<file path="src/hdl/rdw_pkg.sv">
// Package for the receive descriptor writeback engine: descriptor layout,
// register map, bus encodings and carrier structs.
// Assumes host memory answers one word request at a time.
package rdw_pkg;
    // Descriptor word offsets in bytes
    localparam logic [31:0] RDW_DESC_CMD_OFF = 32'h0000_0000;
    localparam logic [31:0] RDW_DESC_LINK_OFF = 32'h0000_0004;
    localparam logic [31:0] RDW_DESC_SIZE_OFF = 32'h0000_000C;
    localparam logic [31:0] RDW_DESC_DATA_OFF = 32'h0000_0010;
    // Command half of word 0
    localparam int RDW_EL_BIT = 31;
    localparam int RDW_SUSP_BIT = 30;
    localparam int RDW_HDR_BIT = 20;
    localparam int RDW_SF_BIT = 19;
    // Status half of word 0
    localparam int RDW_C_BIT = 15;
    localparam int RDW_OK_BIT = 13;
    localparam int RDW_NOSPACE_BIT = 9;
    localparam int RDW_RXERR_BIT = 4;
    // Word 3 layout
    localparam int RDW_CNT_W = 14;
    localparam int RDW_F_BIT = 14;
    localparam int RDW_EOF_BIT = 15;
    localparam int RDW_SIZE_LSB = 16;
    localparam logic [3:0] RDW_STRB_LOW_HALF = 4'h3;
    localparam logic [3:0] RDW_STRB_ALL = 4'hF;
    localparam logic [3:0] RDW_STRB_BYTE0 = 4'h1;
    // Register map (byte addresses)
    localparam logic [31:0] RDW_REG_CTRL = 32'h0000_0000;
    localparam logic [31:0] RDW_REG_BASE = 32'h0000_0004;
    localparam logic [31:0] RDW_REG_FIRST = 32'h0000_0008;
    localparam logic [31:0] RDW_REG_STATUS = 32'h0000_000C;
    localparam int RDW_CTRL_START = 0;
    localparam int RDW_CTRL_HDS = 1;
    localparam int RDW_CTRL_RESUME = 2;
    localparam logic [1:0] RDW_RESP_OKAY = 2'h0;
    localparam logic [1:0] RDW_RESP_SLVERR = 2'h2;

    typedef enum logic [3:0] {
        RDW_IDLE = 4'h0,
        RDW_RD_CMD = 4'h1,
        RDW_RD_LINK = 4'h3,
        RDW_RD_SIZE = 4'h2,
        RDW_RECV = 4'h6,
        RDW_WR_BYTE = 4'h7,
        RDW_WR_CNT = 4'h5,
        RDW_WR_STAT = 4'h4,
        RDW_NORES = 4'hC,
        RDW_SUSP = 4'hD
    } rdw_state_t;

    typedef struct packed {
        logic we;
        logic [31:0] addr;
        logic [31:0] wdata;
        logic [3:0] strb;
    } rdw_mem_req_t;

    typedef struct packed {
        logic [7:0] data;
        logic last;
        logic err;
    } rdw_rx_beat_t;
endpackage
</file>
<file path="src/hdl/rdw_engine.sv">
// Receive descriptor writeback engine: walks the free receive list in host
// memory, stores each frame after its descriptor and writes back status.
// Assumes the frame stream and memory port share i_core_clk.
`timescale 1ns/100ps
module rdw_engine (
    input wire logic i_core_clk, // Core clock, 125 MHz
    input wire logic i_resetn, // Async reset, active low
    input wire logic i_awvalid, // AXI write address valid
    output logic o_awready, // AXI write address ready
    input wire logic [31:0] i_awaddr, // AXI write address
    input wire logic i_wvalid, // AXI write data valid
    output logic o_wready, // AXI write data ready
    input wire logic [31:0] i_wdata, // AXI write data
    input wire logic [3:0] i_wstrb, // AXI write strobes
    output logic o_bvalid, // AXI write response valid
    input wire logic i_bready, // AXI write response ready
    output logic [1:0] o_bresp, // AXI write response
    input wire logic i_arvalid, // AXI read address valid
    output logic o_arready, // AXI read address ready
    input wire logic [31:0] i_araddr, // AXI read address
    output logic o_rvalid, // AXI read data valid
    input wire logic i_rready, // AXI read data ready
    output logic [31:0] o_rdata, // AXI read data
    output logic [1:0] o_rresp, // AXI read response
    input wire logic i_rx_valid, // Frame byte valid
    output logic o_rx_ready, // Frame byte accepted
    input wire rdw_pkg::rdw_rx_beat_t i_rx, // Frame byte, last, error
    output logic o_mem_req, // Memory request, held until ack
    output rdw_pkg::rdw_mem_req_t o_mem, // Memory request payload
    input wire logic i_mem_ack, // Memory acknowledge pulse
    input wire logic [31:0] i_mem_rdata // Read data with ack
);
    import rdw_pkg::*;

    rdw_state_t state_q, state_d;
    logic [31:0] base_q, first_q, cur_q, next_q;
    logic hds_q, start_q, resume_q;
    logic el_q, susp_q, hdr_q;
    logic [RDW_CNT_W-1:0] size_q, count_q;
    logic ovf_q, err_q, last_q;
    logic mem_done, take_byte, wr_fire, b_clear, rd_take;
    logic aw_have_q, w_have_q;
    logic [31:0] aw_addr_q, w_data_q;
    logic [3:0] w_strb_q;
    logic frame_ok;

    assign mem_done = o_mem_req && i_mem_ack;
    assign take_byte = i_rx_valid && o_rx_ready && (state_q == RDW_RECV);
    assign frame_ok = !ovf_q && !err_q;

    // Register slave: address and data may come in either order
    assign wr_fire = aw_have_q && w_have_q && !o_bvalid;
    assign b_clear = o_bvalid && i_bready;
    assign rd_take = i_arvalid && o_arready;

    always_ff @(posedge i_core_clk or negedge i_resetn) begin
        if (!i_resetn) begin
            aw_have_q <= 1'b0;
            w_have_q <= 1'b0;
            aw_addr_q <= 32'h0000_0000;
            w_data_q <= 32'h0000_0000;
            w_strb_q <= 4'h0;
            o_awready <= 1'b0;
            o_wready <= 1'b0;
            o_bvalid <= 1'b0;
            o_bresp <= RDW_RESP_OKAY;
        end else begin
            if (i_awvalid && o_awready) begin
                aw_have_q <= 1'b1;
                aw_addr_q <= i_awaddr;
            end else if (wr_fire) begin
                aw_have_q <= 1'b0;
            end
            if (i_wvalid && o_wready) begin
                w_have_q <= 1'b1;
                w_data_q <= i_wdata;
                w_strb_q <= i_wstrb;
            end else if (wr_fire) begin
                w_have_q <= 1'b0;
            end
            o_awready <= !aw_have_q && !(i_awvalid && o_awready) && !o_bvalid;
            o_wready <= !w_have_q && !(i_wvalid && o_wready) && !o_bvalid;
            if (wr_fire) begin
                o_bvalid <= 1'b1;
                if (aw_addr_q == RDW_REG_CTRL || aw_addr_q == RDW_REG_BASE ||
                    aw_addr_q == RDW_REG_FIRST || aw_addr_q == RDW_REG_STATUS) begin
                    o_bresp <= RDW_RESP_OKAY;
                end else begin
                    o_bresp <= RDW_RESP_SLVERR;
                end
            end else if (b_clear) begin
                o_bvalid <= 1'b0;
            end
        end
    end

    // Control registers; start and resume are one-cycle pulses
    always_ff @(posedge i_core_clk or negedge i_resetn) begin
        if (!i_resetn) begin
            base_q <= 32'h0000_0000;
            first_q <= 32'h0000_0000;
            hds_q <= 1'b0;
            start_q <= 1'b0;
            resume_q <= 1'b0;
        end else begin
            start_q <= 1'b0;
            resume_q <= 1'b0;
            if (wr_fire && w_strb_q[0]) begin
                if (aw_addr_q == RDW_REG_CTRL) begin
                    start_q <= w_data_q[RDW_CTRL_START];
                    resume_q <= w_data_q[RDW_CTRL_RESUME];
                    hds_q <= w_data_q[RDW_CTRL_HDS];
                end
            end
            if (wr_fire && aw_addr_q == RDW_REG_BASE) begin
                base_q <= w_data_q;
            end
            if (wr_fire && aw_addr_q == RDW_REG_FIRST) begin
                first_q <= w_data_q;
            end
        end
    end

    always_ff @(posedge i_core_clk or negedge i_resetn) begin
        if (!i_resetn) begin
            o_arready <= 1'b0;
            o_rvalid <= 1'b0;
            o_rdata <= 32'h0000_0000;
            o_rresp <= RDW_RESP_OKAY;
        end else begin
            o_arready <= !o_rvalid && !rd_take;
            if (rd_take) begin
                o_rvalid <= 1'b1;
                o_rresp <= RDW_RESP_OKAY;
                if (i_araddr == RDW_REG_CTRL) begin
                    o_rdata <= 32'(hds_q) << RDW_CTRL_HDS;
                end else if (i_araddr == RDW_REG_BASE) begin
                    o_rdata <= base_q;
                end else if (i_araddr == RDW_REG_FIRST) begin
                    o_rdata <= first_q;
                end else if (i_araddr == RDW_REG_STATUS) begin
                    // Header flag shown only while the HDS control bit (hds_q) is set
                    o_rdata <= {26'h0, hdr_q && hds_q, state_q == RDW_NORES,
                                state_q};
                end else begin
                    o_rdata <= 32'h0000_0000;
                    o_rresp <= RDW_RESP_SLVERR;
                end
            end else if (o_rvalid && i_rready) begin
                o_rvalid <= 1'b0;
            end
        end
    end

    // Descriptor walk
    always_comb begin
        state_d = state_q;
        case (state_q)
            RDW_IDLE, RDW_NORES, RDW_SUSP: begin
                if (start_q || (resume_q && state_q == RDW_SUSP)) begin
                    state_d = RDW_RD_CMD;
                end
            end
            RDW_RD_CMD: begin
                if (mem_done) state_d = RDW_RD_LINK;
            end
            RDW_RD_LINK: begin
                if (mem_done) state_d = RDW_RD_SIZE;
            end
            RDW_RD_SIZE: begin
                if (mem_done) state_d = RDW_RECV;
            end
            RDW_RECV: begin
                if (take_byte && count_q < size_q) begin
                    state_d = RDW_WR_BYTE;
                end else if (take_byte && i_rx.last) begin
                    state_d = RDW_WR_CNT;
                end
            end
            RDW_WR_BYTE: begin
                if (mem_done) state_d = last_q ? RDW_WR_CNT : RDW_RECV;
            end
            RDW_WR_CNT: begin
                if (mem_done) state_d = RDW_WR_STAT;
            end
            RDW_WR_STAT: begin
                if (mem_done) begin
                    if (el_q) begin
                        state_d = RDW_NORES;
                    end else if (susp_q) begin
                        state_d = RDW_SUSP;
                    end else begin
                        state_d = RDW_RD_CMD;
                    end
                end
            end
            default: state_d = RDW_IDLE;
        endcase
    end

    always_ff @(posedge i_core_clk or negedge i_resetn) begin
        if (!i_resetn) begin
            state_q <= RDW_IDLE;
        end else begin
            state_q <= state_d;
        end
    end

    // Ready only when a byte can go somewhere; idle states drop frames
    always_ff @(posedge i_core_clk or negedge i_resetn) begin
        if (!i_resetn) begin
            o_rx_ready <= 1'b0;
        end else begin
            o_rx_ready <= state_d == RDW_RECV || state_d == RDW_NORES ||
                          state_d == RDW_SUSP || state_d == RDW_IDLE;
        end
    end

    // Descriptor fields and frame bookkeeping
    always_ff @(posedge i_core_clk or negedge i_resetn) begin
        if (!i_resetn) begin
            cur_q <= 32'h0000_0000;
            next_q <= 32'h0000_0000;
            el_q <= 1'b0;
            susp_q <= 1'b0;
            hdr_q <= 1'b0;
            size_q <= '0;
        end else begin
            if (start_q && state_q != RDW_RECV) begin
                cur_q <= base_q + first_q;
            end else if (state_q == RDW_WR_STAT && mem_done) begin
                // Wraps naturally when the list is circular
                cur_q <= base_q + next_q;
            end
            if (state_q == RDW_RD_CMD && mem_done) begin
                el_q <= i_mem_rdata[RDW_EL_BIT];
                susp_q <= i_mem_rdata[RDW_SUSP_BIT];
                hdr_q <= i_mem_rdata[RDW_HDR_BIT];
            end
            if (state_q == RDW_RD_LINK && mem_done) begin
                next_q <= i_mem_rdata;
            end
            if (state_q == RDW_RD_SIZE && mem_done) begin
                // Header area already excluded from the size by software
                size_q <= i_mem_rdata[RDW_SIZE_LSB +: RDW_CNT_W];
            end
        end
    end

    always_ff @(posedge i_core_clk or negedge i_resetn) begin
        if (!i_resetn) begin
            count_q <= '0;
            ovf_q <= 1'b0;
            err_q <= 1'b0;
            last_q <= 1'b0;
        end else begin
            if (state_q == RDW_RD_SIZE) begin
                count_q <= '0;
                ovf_q <= 1'b0;
                err_q <= 1'b0;
                last_q <= 1'b0;
            end else if (take_byte) begin
                last_q <= i_rx.last;
                err_q <= err_q || i_rx.err;
                if (count_q == size_q) begin
                    ovf_q <= 1'b1;
                end
            end else if (state_q == RDW_WR_BYTE && mem_done) begin
                count_q <= count_q + 1'b1;
            end
        end
    end

    // Memory request issue; payload fixed until the ack
    always_ff @(posedge i_core_clk or negedge i_resetn) begin
        if (!i_resetn) begin
            o_mem_req <= 1'b0;
            o_mem <= '0;
        end else begin
            if (mem_done) begin
                o_mem_req <= 1'b0;
            end
            if (state_d != state_q) begin
                case (state_d)
                    RDW_RD_CMD: begin
                        o_mem_req <= 1'b1;
                        o_mem <= '{1'b0, (start_q ? base_q + first_q :
                                  (state_q == RDW_WR_STAT ? base_q + next_q : cur_q)) +
                                  RDW_DESC_CMD_OFF, 32'h0, RDW_STRB_ALL};
                    end
                    RDW_RD_LINK: begin
                        o_mem_req <= 1'b1;
                        o_mem <= '{1'b0, cur_q + RDW_DESC_LINK_OFF, 32'h0, RDW_STRB_ALL};
                    end
                    RDW_RD_SIZE: begin
                        o_mem_req <= 1'b1;
                        o_mem <= '{1'b0, cur_q + RDW_DESC_SIZE_OFF, 32'h0, RDW_STRB_ALL};
                    end
                    RDW_WR_BYTE: begin
                        o_mem_req <= 1'b1;
                        o_mem.we <= 1'b1;
                        o_mem.addr <= cur_q + RDW_DESC_DATA_OFF + 32'(count_q);
                        o_mem.wdata <= {4{i_rx.data}};
                        o_mem.strb <= RDW_STRB_BYTE0 << (cur_q[1:0] + count_q[1:0]);
                    end
                    RDW_WR_CNT: begin
                        // Low half only, so the size field survives
                        o_mem_req <= 1'b1;
                        // Count bumps on this same edge after a byte write ack
                        o_mem <= '{1'b1, cur_q + RDW_DESC_SIZE_OFF,
                                  (32'h1 << RDW_EOF_BIT) | (32'h1 << RDW_F_BIT) |
                                  (32'(count_q) + 32'(state_q == RDW_WR_BYTE)),
                                  RDW_STRB_LOW_HALF};
                    end
                    RDW_WR_STAT: begin
                        // Command half left untouched
                        o_mem_req <= 1'b1;
                        o_mem <= '{1'b1, cur_q + RDW_DESC_CMD_OFF,
                                  (32'h1 << RDW_C_BIT) | (32'(frame_ok) << RDW_OK_BIT) |
                                  (32'(ovf_q) << RDW_NOSPACE_BIT) |
                                  (32'(err_q) << RDW_RXERR_BIT),
                                  RDW_STRB_LOW_HALF};
                    end
                    default: begin
                    end
                endcase
            end
        end
    end
endmodule

</file>
<file path="config.mk">
export PLATFORM = sky130hd
export DESIGN_NAME = rdw_engine
export DESIGN_NICKNAME = d
export VERILOG_FILES = /design/src/hdl/rdw_pkg.sv /design/src/hdl/rdw_engine.sv
export SDC_FILE = /design/constraint.sdc
export NUM_CORES = 1
export LEC_CHECK = 0
export ABC_AREA = 1
export BUFFER_PORTS_ARGS = -buffer_cell sky130_fd_sc_hd__buf_4
export CORE_UTILIZATION = 45
export CTS_BUF_LIST = sky130_fd_sc_hd__clkbuf_4 sky130_fd_sc_hd__clkbuf_8
export CTS_CLUSTER_DIAMETER = 80
export DETAILED_ROUTE_END_ITERATION = 8
export SYNTH_ARGS = -nofsm -noshare
export SYNTH_HDL_FRONTEND = slang
export SYNTH_SLANG_ARGS = --single-unit
</file>
<file path="constraint.sdc">
create_clock -name i_core_clk -period 6.4 [get_ports i_core_clk]
set_clock_uncertainty 0.2 [all_clocks]
set_input_delay 0.96 -clock i_core_clk [delete_from_list [all_inputs] [get_ports i_core_clk]]
set_output_delay 0.96 -clock i_core_clk [all_outputs]
set_load 0.01 [all_outputs]
</file>
==> impl_summary.md, run 1 <==
Finish
The final layout contains 3910 nets. The multi-input gate area in the final layout is 12800 um2. The finished layout holds 4367 standard cells, fillers aside. The register area is 8458 um2. The post-layout utilization of the core is 0.5272. Of the cells placed in the final design, the portion with a size suffix greater than 1 is 0.1272. The layout-stage area growth over the synthesis result is 15.63%. The total non-filler cell area in the finished layout is 27040 um2.

The library cells used most frequently in the layout, excluding fill and tap cells, are sky130_fd_sc_hd__nand2_1, sky130_fd_sc_hd__inv_1, sky130_fd_sc_hd__nor2_1. The antenna diode count is 0. The commonest non-fill, non-tap cell in the layout is sky130_fd_sc_hd__nand2_1. The number of fill cells is 5119.

Place
The count of buffers from port buffering is 257. The placed instance count is 4266. After legalization and detailed placement, the total HPWL measured 66880 um.

After detailed placement, the total cell area comes to 25810 um2. The placer congestion estimate is 0.9807. OpenSTA, run right after detailed placement, puts the worst setup slack at 1.565 ns.

Worst hold path
The worst hold path belongs to the class in -> reg. In this run the most critical hold path is launched from i_rready.

Critical path
The critical path launch point is state_q[0]. The kind of end point of the critical path is a flop. The critical path goes through inv_2 > nand2_1 > nor2_4 > nand2_1 > nand2_1 > nor2_4 > nor2_4 > nand3_1 > nand2_2 > inv_2 > nor2_1 > nor2_1 > nand2_1 > nand2_1 > nand2_1. The critical path in this run is classified as reg -> reg.

In this design, the critical path's most frequently occurring cell is sky130_fd_sc_hd__nand2_1. The worst-path maximum fanout is 30. Among cell families on the critical path, the largest total delay comes from simple AND/OR/NAND/NOR gates. The number of buffers and inverters on the critical path is 2. For this run, the slowest stage of the critical path takes 0.56 ns.

Data arrives at the worst endpoint at 4.82 ns. The launch instance of the worst register-to-register path is state_q[0]. The cell with the biggest individual delay on the critical path is sky130_fd_sc_hd__nand2_2. The critical path launch point type is a flop.

STA puts the critical path data required time at 6.81 ns.

Clock tree
The post-CTS setup repair buffer count is 0. The clock insertion delay at the later pin of the skew report is 0.67 ns. The root buffer cell is sky130_fd_sc_hd__clkbuf_8. The CTS tree is built. Buffers inserted during clock tree synthesis total 58. The number of buffers on the longest clock path is 3. The level count of the clock H-tree is 2. The tree built by TritonCTS fans out to 338 sinks.

After clock tree synthesis, the clock-pin slew on the worst setup and hold paths is 0.06 ns.

Power
The share of power burned in combinational logic is 0.538. The relative contribution of the clock network to total power is 0.173. Internal power comes to 6.134 mW. The leakage dissipation is 14.19 nW. The total design power is 12.07 mW. The ratio of total power to cell area is 446.1 nW/um2. The switching power total is 5.931 mW. Of the total power, registers draw 0.289. VDD sags by at most 0.0004871 V. The switching part of the total is 0.4916.

Logic synthesis
The post-synthesis sequential area ratio is 0.3616. The number of distinct library cells after synthesis is 54. After synthesis, the mean cell area works out to 6.833 um2. Counting flops with a built-in enable in the synthesized netlist gives 0. The number of warning messages in the yosys log is 0. Counting flops and latches in the post-synthesis netlist gives 338. In this run the cell area of the synthesized design comes to 23390 um2.

Among all flip-flop cells after synthesis, the most frequent one is sky130_fd_sc_hd__dfrtp_1. Synthesis produced a netlist whose cell count is 3423. By area the synthesized netlist is led by sky130_fd_sc_hd__dfrtp_1, sky130_fd_sc_hd__nand2_1, sky130_fd_sc_hd__inv_1. The fraction of synthesis flops using an asynchronous set or reset pin is 1.000. The fraction of post-synthesis cell area in the top cell type by area is 0.3616. Summed over all instances, the cell type with the most area after synthesis is sky130_fd_sc_hd__dfrtp_1.

Die
Measured along the x axis, the die boundary spans 230.0 um. The initialized floorplan defines 83 standard-cell rows. The number of I/O pins is 263. From bottom edge to top edge, the die measures 230.0 um. The initial utilization of the core area, before any placement, comes to 0.4559.

The region available for standard cell placement spans 51300 um2. The floorplan step defined a die boundary enclosing 52890 um2.

Detailed routing
The total wire length is 84550 um. Dividing the detail-routed wire length by the instance count gives 19.36 um. In the routed design, unresolved DRC markers number 0.

For this block, the initial DRC count from the detailed router was 1502. The first TritonRoute pass finished after 6 iterations. The number of vias in the routed layout is 23480. The count of nets left with antenna violations once routing finished came out at 0. Using the TritonRoute via totals, the vias-per-cell ratio works out to 5.377.

Timing
For this run, the top clock speed supported by timing is 226.9 MHz. On the final layout, the worst hold slack is 0.2484 ns. The pin slew with the least headroom to its limit is 1.255 ns.

Counting I/O delays and the setup requirement, the final critical path takes 4.407 ns. The max-slew violation count was 0. The total setup violations reported at the end of the flow is 0. The number of failing hold endpoints at the final stage is 0. The worst slew margin relative to its limit is 0.1623.

Setup slack on the critical path of the routed design comes to 1.993 ns. The final critical-path share of the clock period is 0.6887. Summed over all failing endpoints, the final setup total negative slack is 0 ns. Setup repair after global routing left no endpoint under its margin.

Flow run
Across the run, the number of max-cap violations was 0.

Global routing
The total congestion overflow after global routing is 0. Entering global routing, the biggest net connects 170 pins. The global-route track usage on met2 is 0.5341. For this run, global-route usage on met3 was measured as 0.02951. The initial antenna violation count is 0. The global routing stage identified its most utilized layer as met2. For this run, global-route usage on met1 was measured as 0.4195. The number of global-route vias before repair is 22760.

The global-route wire length before repair is 130600 um. The all-layer global routing usage is 0.3189.

Outcome
The run finished with clean final reports.
[logic make-up after synthesis]
| kind of cell | after synthesis | share of synthesized area |
|---|---|---|
| flops | 338 | 0.3616 |
| buf+inv | 539 | 0.09169 |
| other cells | 1 | 0.0001603 |
| mux | 46 | 0.02215 |
| fa+ha+maj | 112 | 0.06088 |
| simple gates | 1816 | 0.3197 |
| xor+xnor | 90 | 0.03370 |
| compound gates | 481 | 0.1101 |
[flip-flops by register name (all words and copies together), names as in the netlist, 4 cells and up]
| register | count |
|---|---|
| w_data_q | 32 |
| cur_q | 32 |
| next_q | 32 |
| count_q | 14 |
| aw_addr_q | 32 |
| state_q | 4 |
| size_q | 14 |
| first_q | 32 |
| o_rdata | 32 |
| o_mem | 61 |
| base_q | 32 |
[cells in the mapped netlist (3+ instances only)]
cell and count:
sky130_fd_sc_hd__fa_1 3, sky130_fd_sc_hd__nor2_1 351, sky130_fd_sc_hd__dfrtp_1 338, sky130_fd_sc_hd__and2_1 4, sky130_fd_sc_hd__a31oi_1 7, sky130_fd_sc_hd__nand2_1 1120, sky130_fd_sc_hd__inv_1 412, sky130_fd_sc_hd__nor4_1 16
sky130_fd_sc_hd__o21ai_1 7, sky130_fd_sc_hd__nand4_1 47, sky130_fd_sc_hd__xnor2_1 19, sky130_fd_sc_hd__nor2_2 6, sky130_fd_sc_hd__o211ai_1 9, sky130_fd_sc_hd__buf_6 4, sky130_fd_sc_hd__o22ai_1 16, sky130_fd_sc_hd__buf_2 17
sky130_fd_sc_hd__nor3_1 41, sky130_fd_sc_hd__a21oi_1 184, sky130_fd_sc_hd__o221ai_1 6, sky130_fd_sc_hd__nand2_2 5, sky130_fd_sc_hd__buf_4 18, sky130_fd_sc_hd__inv_2 10, sky130_fd_sc_hd__mux2_2 46, sky130_fd_sc_hd__o21ai_0 224
sky130_fd_sc_hd__clkbuf_1 67, sky130_fd_sc_hd__nand3b_1 8, sky130_fd_sc_hd__or2_2 7, sky130_fd_sc_hd__o21bai_1 9, sky130_fd_sc_hd__clkinv_1 3, sky130_fd_sc_hd__nand3_1 191, sky130_fd_sc_hd__a311oi_1 8, sky130_fd_sc_hd__nor2_4 6
sky130_fd_sc_hd__nand3_2 4, sky130_fd_sc_hd__xor2_1 71, sky130_fd_sc_hd__and3_1 3, sky130_fd_sc_hd__ha_1 109, sky130_fd_sc_hd__buf_1 6
[final timing paths]
path,cells past startpoint,endpoint,slack [ns]
worst max-delay path,15,o_mem[58],1.99
worst min-delay path,2,o_rvalid,0.25
worst max register to register,15,o_mem[58],1.99
worst min register to register,1,o_arready,0.25
max in group asynchronous,3,first_q[21],4.37
min in group asynchronous,2,o_mem[43],0.49
[worst reg2reg max path, stage by stage, from the launching register on]
cell                      delay, ns
sky130_fd_sc_hd__dfrtp_1       0.45
sky130_fd_sc_hd__inv_2         0.18
sky130_fd_sc_hd__nand2_1       0.14
sky130_fd_sc_hd__nor2_4        0.25
sky130_fd_sc_hd__nand2_1       0.52
sky130_fd_sc_hd__nand2_1       0.32
sky130_fd_sc_hd__nor2_4        0.14
sky130_fd_sc_hd__nor2_4        0.38
sky130_fd_sc_hd__nand3_1       0.44
sky130_fd_sc_hd__nand2_2       0.56
sky130_fd_sc_hd__inv_2         0.25
sky130_fd_sc_hd__nor2_1        0.15
sky130_fd_sc_hd__nor2_1        0.05
sky130_fd_sc_hd__nand2_1       0.08
sky130_fd_sc_hd__nand2_1       0.12
sky130_fd_sc_hd__nand2_1       0.11
[power groups by stage]
stage / logic (mW) / registers, mW / clock network (mW)
floorplan: 4.50 / 3.32 / 0
global placement: 6.28 / 3.48 / 0
detailed placement: 6.39 / 3.50 / 0
CTS: 6.42 / 3.47 / 2.13
global route: 7.19 / 3.56 / 2.22
finish: 6.49 / 3.48 / 2.09
[layer usage]
metal	routed length [um]	share of wire
met3	3942	0.047
met4	3776	0.045
met1	36820	0.44
met5	0	0
met2	40010	0.47
[cell type report]
type                            instances  share of cell area
Sequential cell                       338              0.3127
Clock inverter                          7            0.002267
Clock buffer                           93             0.04316
Inverter                              427             0.05936
Multi-Input combinational cell       2547              0.4734
Tap cell                              680             0.03146
Timing Repair Buffer                  275             0.07763
[timing repair]
action                                  4_1_cts  5_1_grt
hold buffers                                  1        0
gates resized for setup                       0        0
endpoints found under the setup margin        0        0
hold endpoints to repair                     11        0
Power figures use the tool's default switching activity.
==> inputs of run 2 (changes only) <==
Clock period 6.4 ns to 4.6 ns, I/O delays scaled along.
==> impl_summary.md, run 2 (same netlist as run 1, synthesis figures left out) <==
Clock tree
The root buffer cell is sky130_fd_sc_hd__clkbuf_8 (unchanged). The number of buffers added by the clock tree synthesis step came to 59 (was 58). The clock insertion delay at the later pin of the skew report is 0.65 ns (was 0.67 ns). The hold buffer count at cts came to 4 (was 1). The CTS tree is built (unchanged).

The number of buffers on the longest clock path is 3 (unchanged). The clock-pin slew on the worst setup and hold paths came to 0.06 ns (about the same). The post-CTS setup repair buffer count is 0 (unchanged). The number of gates resized after CTS was 0 (unchanged). The CTS sink count is 338 (unchanged). The level count of the clock H-tree was 2 (unchanged).

Die
The core box area is 51300 um2 (unchanged). The number of I/O pins is 263 (unchanged). The horizontal die dimension was 230.0 um (unchanged). The initial core utilization came to 0.4559 (unchanged).

The number of placement rows was 83 (unchanged). The height of the die came to 230.0 um (unchanged). The area enclosed by the die boundary is 52890 um2 (unchanged).

Power
The worst-case vdd ir drop is 0.0006307 V (was 0.0004871 V). The ratio of total power to cell area came to 635.9 nW/um2 (was 446.1 nW/um2). The leakage dissipation was 14.37 nW (was 14.19 nW).

Timing
RSZ-0062 raised after global routing: false (unchanged). The maximum achievable frequency is 260.1 MHz (was 226.9 MHz). The total setup violations reported at the end of the flow is 0 (unchanged). The worst slew margin relative to its limit came to 0.1600 (was 0.1623). The number of failing hold endpoints at the final stage is 0 (unchanged). The summed negative setup slack over all endpoints was 0 ns (unchanged).

The final critical-path share of the clock period is 0.8358 (was 0.6887). The pin slew with the least headroom to its limit was 1.257 ns (was 1.255 ns). The time the worst path needs with I/O delays and setup is 3.845 ns (was 4.407 ns). The max-slew violation count is 0 (unchanged).

The worst setup slack after layout is 0.7552 ns (was 1.993 ns).

Flow run
The number of max-cap violations is 0 (unchanged).

Finish
The antenna diode count came to 0 (unchanged). The number of nets in the final layout is 3925 (was 3910). The fraction of final layout cells sized beyond drive strength 1 is 0.1316 (was 0.1272). The layout-stage area growth over the synthesis result is 17.11% (was 15.63%). Commonest non-fill, non-tap cells in the layout: sky130_fd_sc_hd__nand2_1, sky130_fd_sc_hd__inv_1, sky130_fd_sc_hd__nor2_1 (unchanged). The number of flip-flops under the largest register name is 61 (unchanged).

The top register by number of flip-flops is o_mem (unchanged). The commonest non-fill, non-tap cell in the layout is sky130_fd_sc_hd__nand2_1 (unchanged).

Detailed routing
The number of design rule violations left after detail routing is 0 (unchanged). The violation count after the first detailed-routing iteration is 1742 (was 1502). The mean number of vias per cell is 5.366 (was 5.377). The routed wire length per instance is 19.45 um (was 19.36 um). The number of vias in the routed layout came to 23550 (was 23480). The residual antenna-violating net count after detailed routing is 0 (unchanged). The total wire length is 85370 um (was 84550 um). The total iterations of the first detailed-routing run came to 5 (was 6).

Critical path
The depth of the most critical reg-to-reg path is 18 (was 15). The launch instance of the worst register-to-register path is count_q[9] (was state_q[0]). The register-to-register setup slack was 0.76 ns (was 1.99 ns). The start-to-end type of the worst setup path is reg -> reg (unchanged). The worst-path maximum fanout is 16 (was 30). The cell with the biggest individual delay on the critical path is sky130_fd_sc_hd__dfrtp_1 (was sky130_fd_sc_hd__nand2_2).

The data arrival at the endpoint of the critical path is 4.25 ns (was 4.82 ns). The critical path required time is 5.00 ns (was 6.81 ns). Critical Path, Cell by Cell: ha_1 > nand2_1 > inv_1 > nand3_1 > nor3_1 > nand2_1 > nand2_2 > nand2_2 > inv_1 > nand3_1 > buf_4 > nand2_2 > inv_2 > nor2_1 > nor2_1 > nand2_1 > nand2_1 > nand2_1 (was inv_2 > nand2_1 > nor2_4 > nand2_1 > nand2_1 > nor2_4 > nor2_4 > nand3_1 > nand2_2 > inv_2 > nor2_1 > nor2_1 > nand2_1 > nand2_1 > nand2_1). The critical path launch point type is a flop (unchanged).

The dominant cell type by count on the critical path is sky130_fd_sc_hd__nand2_1 (unchanged). The kind of end point of the critical path is a flop (unchanged). The number of buffers and inverters on the critical path was 4 (was 2). The worst stage delay on the critical path is 0.56 ns (about the same). The destination of the worst register-to-register timing path is o_mem[58] (unchanged). The cell type group with the largest total delay on the critical path was simple AND/OR/NAND/NOR gates (unchanged).

Place
The placer congestion estimate was 1.025 (was 0.9807). The post-DP HPWL came to 67770 um (was 66880 um). The count of buffers from port buffering was 257 (unchanged). The post-placement setup slack is 0.7579 ns (was 1.565 ns).

Worst hold path
The worst-case hold path end point was next_q[10] (was o_rvalid). The number of stages on the worst hold path is 2 (unchanged). The launch point of the worst hold path was i_mem_rdata[10] (was i_rready). The classification of the worst-slack hold path is in -> reg (unchanged).

Global routing
The global-route track usage on met2 is 0.5353 (was 0.5341). The number of global-route vias before repair came to 22730 (was 22760). The global-route wire length before repair was 130500 um (was 130600 um). The pin count of the biggest net entering global routing is 104 (was 170). The total congestion overflow after global routing is 0 (unchanged). The busiest layer in global routing is met2 (unchanged).

The initial antenna violation count is 0 (unchanged). The met3 routing resource usage after global routing is 0.03113 (was 0.02951). The all-layer global routing usage came to 0.3205 (was 0.3189).

The met1 usage in global routing is 0.4173 (was 0.4195).

Outcome
Result of the run: completed (unchanged).
-- run 2: cell count changes in the layout (fill, tap and decap cells not counted), moves of 3 or more --
cell / before / now
sky130_fd_sc_hd__dlygate4sd3_1: 1 / 4
sky130_fd_sc_hd__clkbuf_8: 75 / 79
sky130_fd_sc_hd__bufinv_16: 0 / 6
sky130_fd_sc_hd__buf_4: 271 / 280
-- run 2: cell type report --
cell class	count	area, um2
Clock buffer	95	1207
Clock inverter	13	230.2
Fill cell	5150	23910
Inverter	427	1605
Multi-Input combinational cell	2547	12800
Sequential cell	338	8458
Tap cell	680	850.8
Timing Repair Buffer	289	2237
-- run 2: report_power, final --
part,total (mW),internal (mW),switching [mW],leakage (nW)
clock,3.32,2.00,1.32,0.757
combinational,9.26,3.03,6.23,9.37
sequential,4.84,3.98,0.859,4.25
total,17.4,9.01,8.41,14.4
-- run 2: how the worst max path moves through the flow --
stage	startpoint	endpoint	slack, ns	cells past startpoint
finish	count_q[9]	o_mem[58]	0.76	18
global route	count_q[8]	o_mem[61]	0.46	15
CTS	count_q[9]	o_mem[61]	0.75	15
detailed placement	count_q[9]	o_mem[61]	0.76	15
global placement	count_q[9]	o_mem[13]	0.81	14
floorplan	count_q[1]	o_mem[65]	1.78	18
-- run 2: per-layer routing --
| layer | vias up | part of all wire |
|---|---|---|
| met5 | - | 0 |
| met4 | 0 | 0.048 |
| met3 | 158 | 0.052 |
| met2 | 841 | 0.47 |
| met1 | 11110 | 0.43 |
| li1 | 11440 | - |
-- run 2: stage by stage --
step	utilization	power [mW]	hold slack (ns)	cell area [um2]	std cells
CTS	0.5339	17.40	0.01865	27390	4389
detailed placement	0.5051	14.01	0.2428	25910	4277
floorplan	-	10.88	0.1944	23390	3424
global placement	0.5051	13.84	0.2354	25910	4277
finish	0.5339	17.42	0.07351	27390	4389
global route	0.5339	18.66	0.04037	27390	4389
==> inputs of run 3 (changes only) <==
Clock period 4.6 ns to 3.98 ns, I/O delays scaled along.
==> impl_summary.md, run 3 (same netlist as run 1, synthesis figures left out) <==
Outcome
Result of the run: completed (unchanged).

Die
The initial core utilization came to 0.4559 (unchanged). The horizontal die dimension is 230.0 um (unchanged). The number of I/O pins is 263 (unchanged). The core box area came to 51300 um2 (unchanged). The area enclosed by the die boundary came to 52890 um2 (unchanged). The height of the die came to 230.0 um (unchanged). The number of placement rows is 83 (unchanged).

Finish
The commonest non-fill, non-tap cell in the layout is sky130_fd_sc_hd__nand2_1 (unchanged). The register area is 8458 um2 (unchanged). The layout-stage area growth over the synthesis result is 21.49% (was 17.11%). The multi-input gate area in the final layout is 12800 um2 (unchanged).

The number of flip-flops under the largest register name is 61 (unchanged). Commonest non-fill, non-tap cells in the layout: sky130_fd_sc_hd__nand2_1, sky130_fd_sc_hd__inv_1, sky130_fd_sc_hd__nor2_1 (unchanged). The top register by number of flip-flops is o_mem (unchanged). The number of fill cells came to 4946 (was 5150). The number of nets in the final layout was 4040 (was 3925). The fraction of final layout cells sized beyond drive strength 1 was 0.1352 (was 0.1316). The final non-filler cell total is 4506 (was 4389).

Critical path
The data arrival at the endpoint of the critical path is 3.99 ns (was 4.25 ns). Critical Path, Cell by Cell: ha_1 > nand2_1 > inv_1 > nand2_1 > nand2_1 > nor2_1 > nand2_1 > clkinv_1 > nand2_2 > nand2_2 > nand3_2 > inv_2 > nand2_1 > o21ai_0 > nor2_1 > nand2_1 > nand2_1 > nand2_1 (was ha_1 > nand2_1 > inv_1 > nand3_1 > nor3_1 > nand2_1 > nand2_2 > nand2_2 > inv_1 > nand3_1 > buf_4 > nand2_2 > inv_2 > nor2_1 > nor2_1 > nand2_1 > nand2_1 > nand2_1). The dominant cell type by count on the critical path is sky130_fd_sc_hd__nand2_1 (unchanged). The critical path launch point type is a flop (unchanged).

The number of buffers and inverters on the critical path is 3 (was 4). The number of cells on the critical path is 18 (unchanged). The cell type group with the largest total delay on the critical path is simple AND/OR/NAND/NOR gates (unchanged).

The kind of end point of the critical path is a flop (unchanged). The worst-path maximum fanout is 17 (was 16). The launch instance of the worst register-to-register path was count_q[13] (was count_q[9]). The worst stage delay on the critical path is 0.59 ns (was 0.56 ns).

The register-to-register setup slack was 0.42 ns (was 0.76 ns). The end point of the critical path is o_mem[57] (was o_mem[58]). The destination of the worst register-to-register timing path is o_mem[57] (was o_mem[58]). The cell with the biggest individual delay on the critical path is sky130_fd_sc_hd__dfrtp_1 (unchanged). The depth of the most critical reg-to-reg path is 18 (unchanged).

The critical path launch point is count_q[13] (was count_q[9]). The start-to-end type of the worst setup path is reg -> reg (unchanged). The critical path required time came to 4.41 ns (was 5.00 ns).

Clock tree
The root buffer cell is sky130_fd_sc_hd__clkbuf_8 (unchanged). The CTS sink count is 338 (unchanged). The clock-pin slew on the worst setup and hold paths is 0.07 ns (was 0.06 ns). The number of buffers on the longest clock path came to 3 (unchanged). The number of buffers added by the clock tree synthesis step is 58 (was 59). The CTS tree is built (unchanged).

The clock insertion delay at the later pin of the skew report was 0.69 ns (was 0.65 ns). The number of gates resized after CTS is 0 (unchanged). The post-CTS setup repair buffer count is 0 (unchanged). The level count of the clock H-tree came to 2 (unchanged).

Timing
The tightest hold margin is 0.02905 ns (was 0.07351 ns). The summed negative setup slack over all endpoints was 0 ns (unchanged). The total setup violations reported at the end of the flow came to 0 (unchanged).

The max-slew violation count is 0 (unchanged). The time the worst path needs with I/O delays and setup is 3.559 ns (was 3.845 ns). RSZ-0062 raised after global routing: false (unchanged). The maximum achievable frequency is 280.9 MHz (was 260.1 MHz).

The number of failing hold endpoints at the final stage is 0 (unchanged). The pin slew with the least headroom to its limit is 1.073 ns (was 1.257 ns). The worst slew margin relative to its limit is 0.2837 (was 0.1600). The final critical-path share of the clock period came to 0.8943 (was 0.8358). The worst setup slack after layout is 0.4206 ns (was 0.7552 ns).

Detailed routing
The number of vias in the routed layout was 24050 (was 23550). The total wire length came to 89050 um (was 85370 um). The total iterations of the first detailed-routing run was 8 (was 5). The residual antenna-violating net count after detailed routing is 0 (unchanged). The number of design rule violations left after detail routing is 0 (unchanged). The violation count after the first detailed-routing iteration is 1829 (was 1742). The routed wire length per instance was 19.76 um (was 19.45 um). The mean number of vias per cell is 5.338 (was 5.366).

Worst hold path
The classification of the worst-slack hold path is in -> reg (unchanged). The launch point of the worst hold path is i_mem_rdata[24] (was i_mem_rdata[10]).

Place
The post-placement setup slack was 0.4768 ns (was 0.7579 ns). The placed instance count is 4306 (was 4277). The count of buffers from port buffering came to 257 (unchanged).

The post-DP HPWL is 69200 um (was 67770 um). The placer congestion estimate is 0.9804 (was 1.025).

Global routing
The initial antenna violation count is 2 (was 0). The number of global-route vias before repair came to 23440 (was 22730). The all-layer global routing usage is 0.3344 (was 0.3205). The total congestion overflow after global routing is 0 (unchanged). The global-route wire length before repair is 135900 um (was 130500 um). The pin count of the biggest net entering global routing is 97 (was 104).

Power
The leakage dissipation was 14.85 nW (was 14.37 nW). The total design power came to 20.56 mW (was 17.42 mW). The ratio of total power to cell area is 723.5 nW/um2 (was 635.9 nW/um2). The worst-case vdd ir drop came to 0.0006574 V (was 0.0006307 V).

Flow run
The number of max-cap violations was 0 (unchanged).
## run 3: cell count changes in the layout (fill, tap and decap cells not counted)
cell                            previous run  this run
sky130_fd_sc_hd__clkinv_8                  1         0
sky130_fd_sc_hd__clkbuf_4                 16        15
sky130_fd_sc_hd__buf_16                    0         1
sky130_fd_sc_hd__buf_4                   280       308
sky130_fd_sc_hd__inv_12                    0         1
sky130_fd_sc_hd__diode_2                   0         2
sky130_fd_sc_hd__inv_8                     0         2
sky130_fd_sc_hd__buf_12                    4         5
sky130_fd_sc_hd__bufinv_16                 6         3
sky130_fd_sc_hd__clkinv_4                  1         0
sky130_fd_sc_hd__clkinv_2                  7        12
sky130_fd_sc_hd__clkbuf_8                 79        76
sky130_fd_sc_hd__dlygate4sd3_1             4        90
## run 3: final cells by class
class / instances / area share
multi-input combinational: 2547 / 0.4506
sequential: 338 / 0.2977
timing repair buffer: 405 / 0.1181
inverter: 427 / 0.05649
clock buffer: 91 / 0.04077
tap: 680 / 0.02994
clock inverter: 16 / 0.006297
antenna: 2 / 0.0001761
## run 3: what timing repair did
action,in CTS,in global routing
hold endpoints to repair,158,0
hold buffers,90,0
endpoints found under the setup margin,0,0
## run 3: metal layers
layer / global-route usage / part of all wire / vias up
met1: 0.4324 / 0.43 / 11320
li1: - / - / 11680
met5: 0 / 0 / -
met4: 0.1329 / 0.042 / 0
met2: 0.5731 / 0.48 / 870
met3: 0.03299 / 0.048 / 180
## run 3: worst min path at each step
stage,end,cells after the start
after CTS,size_q[10],3
after global routing,size_q[10],3
after detailed placement,o_arready,1
after global placement,o_arready,1
final,next_q[24],3
after floorplan,aw_addr_q[0],0
## run 3: where the power goes
part / leakage [nW] / total [mW] / switching (mW) / internal, mW
Combinational: 9.88 / 11.4 / 7.53 / 3.82
Clock: 0.716 / 3.64 / 1.58 / 2.06
Sequential: 4.25 / 5.56 / 0.952 / 4.60
Total: 14.9 / 20.6 / 10.1 / 10.5
## run 3: per-stage QoR
stage / util / cell area (um2)
after CTS: 0.5532 / 28380
after global routing: 0.5539 / 28410
after floorplan: - / 23390
after detailed placement: 0.5096 / 26140
final: 0.5539 / 28410
after global placement: 0.5096 / 26140
## run 3: worst reg2reg max path: cells and delay by family, from the launching register on
kind / cells / cell delay (ns)
adders and majority gates: 1 / 0.33
and+or+nand+nor: 13 / 1.68
DFF: 1 / 0.59
AOI/OAI and AO/OA: 1 / 0.11
buffers and inverters: 3 / 0.61
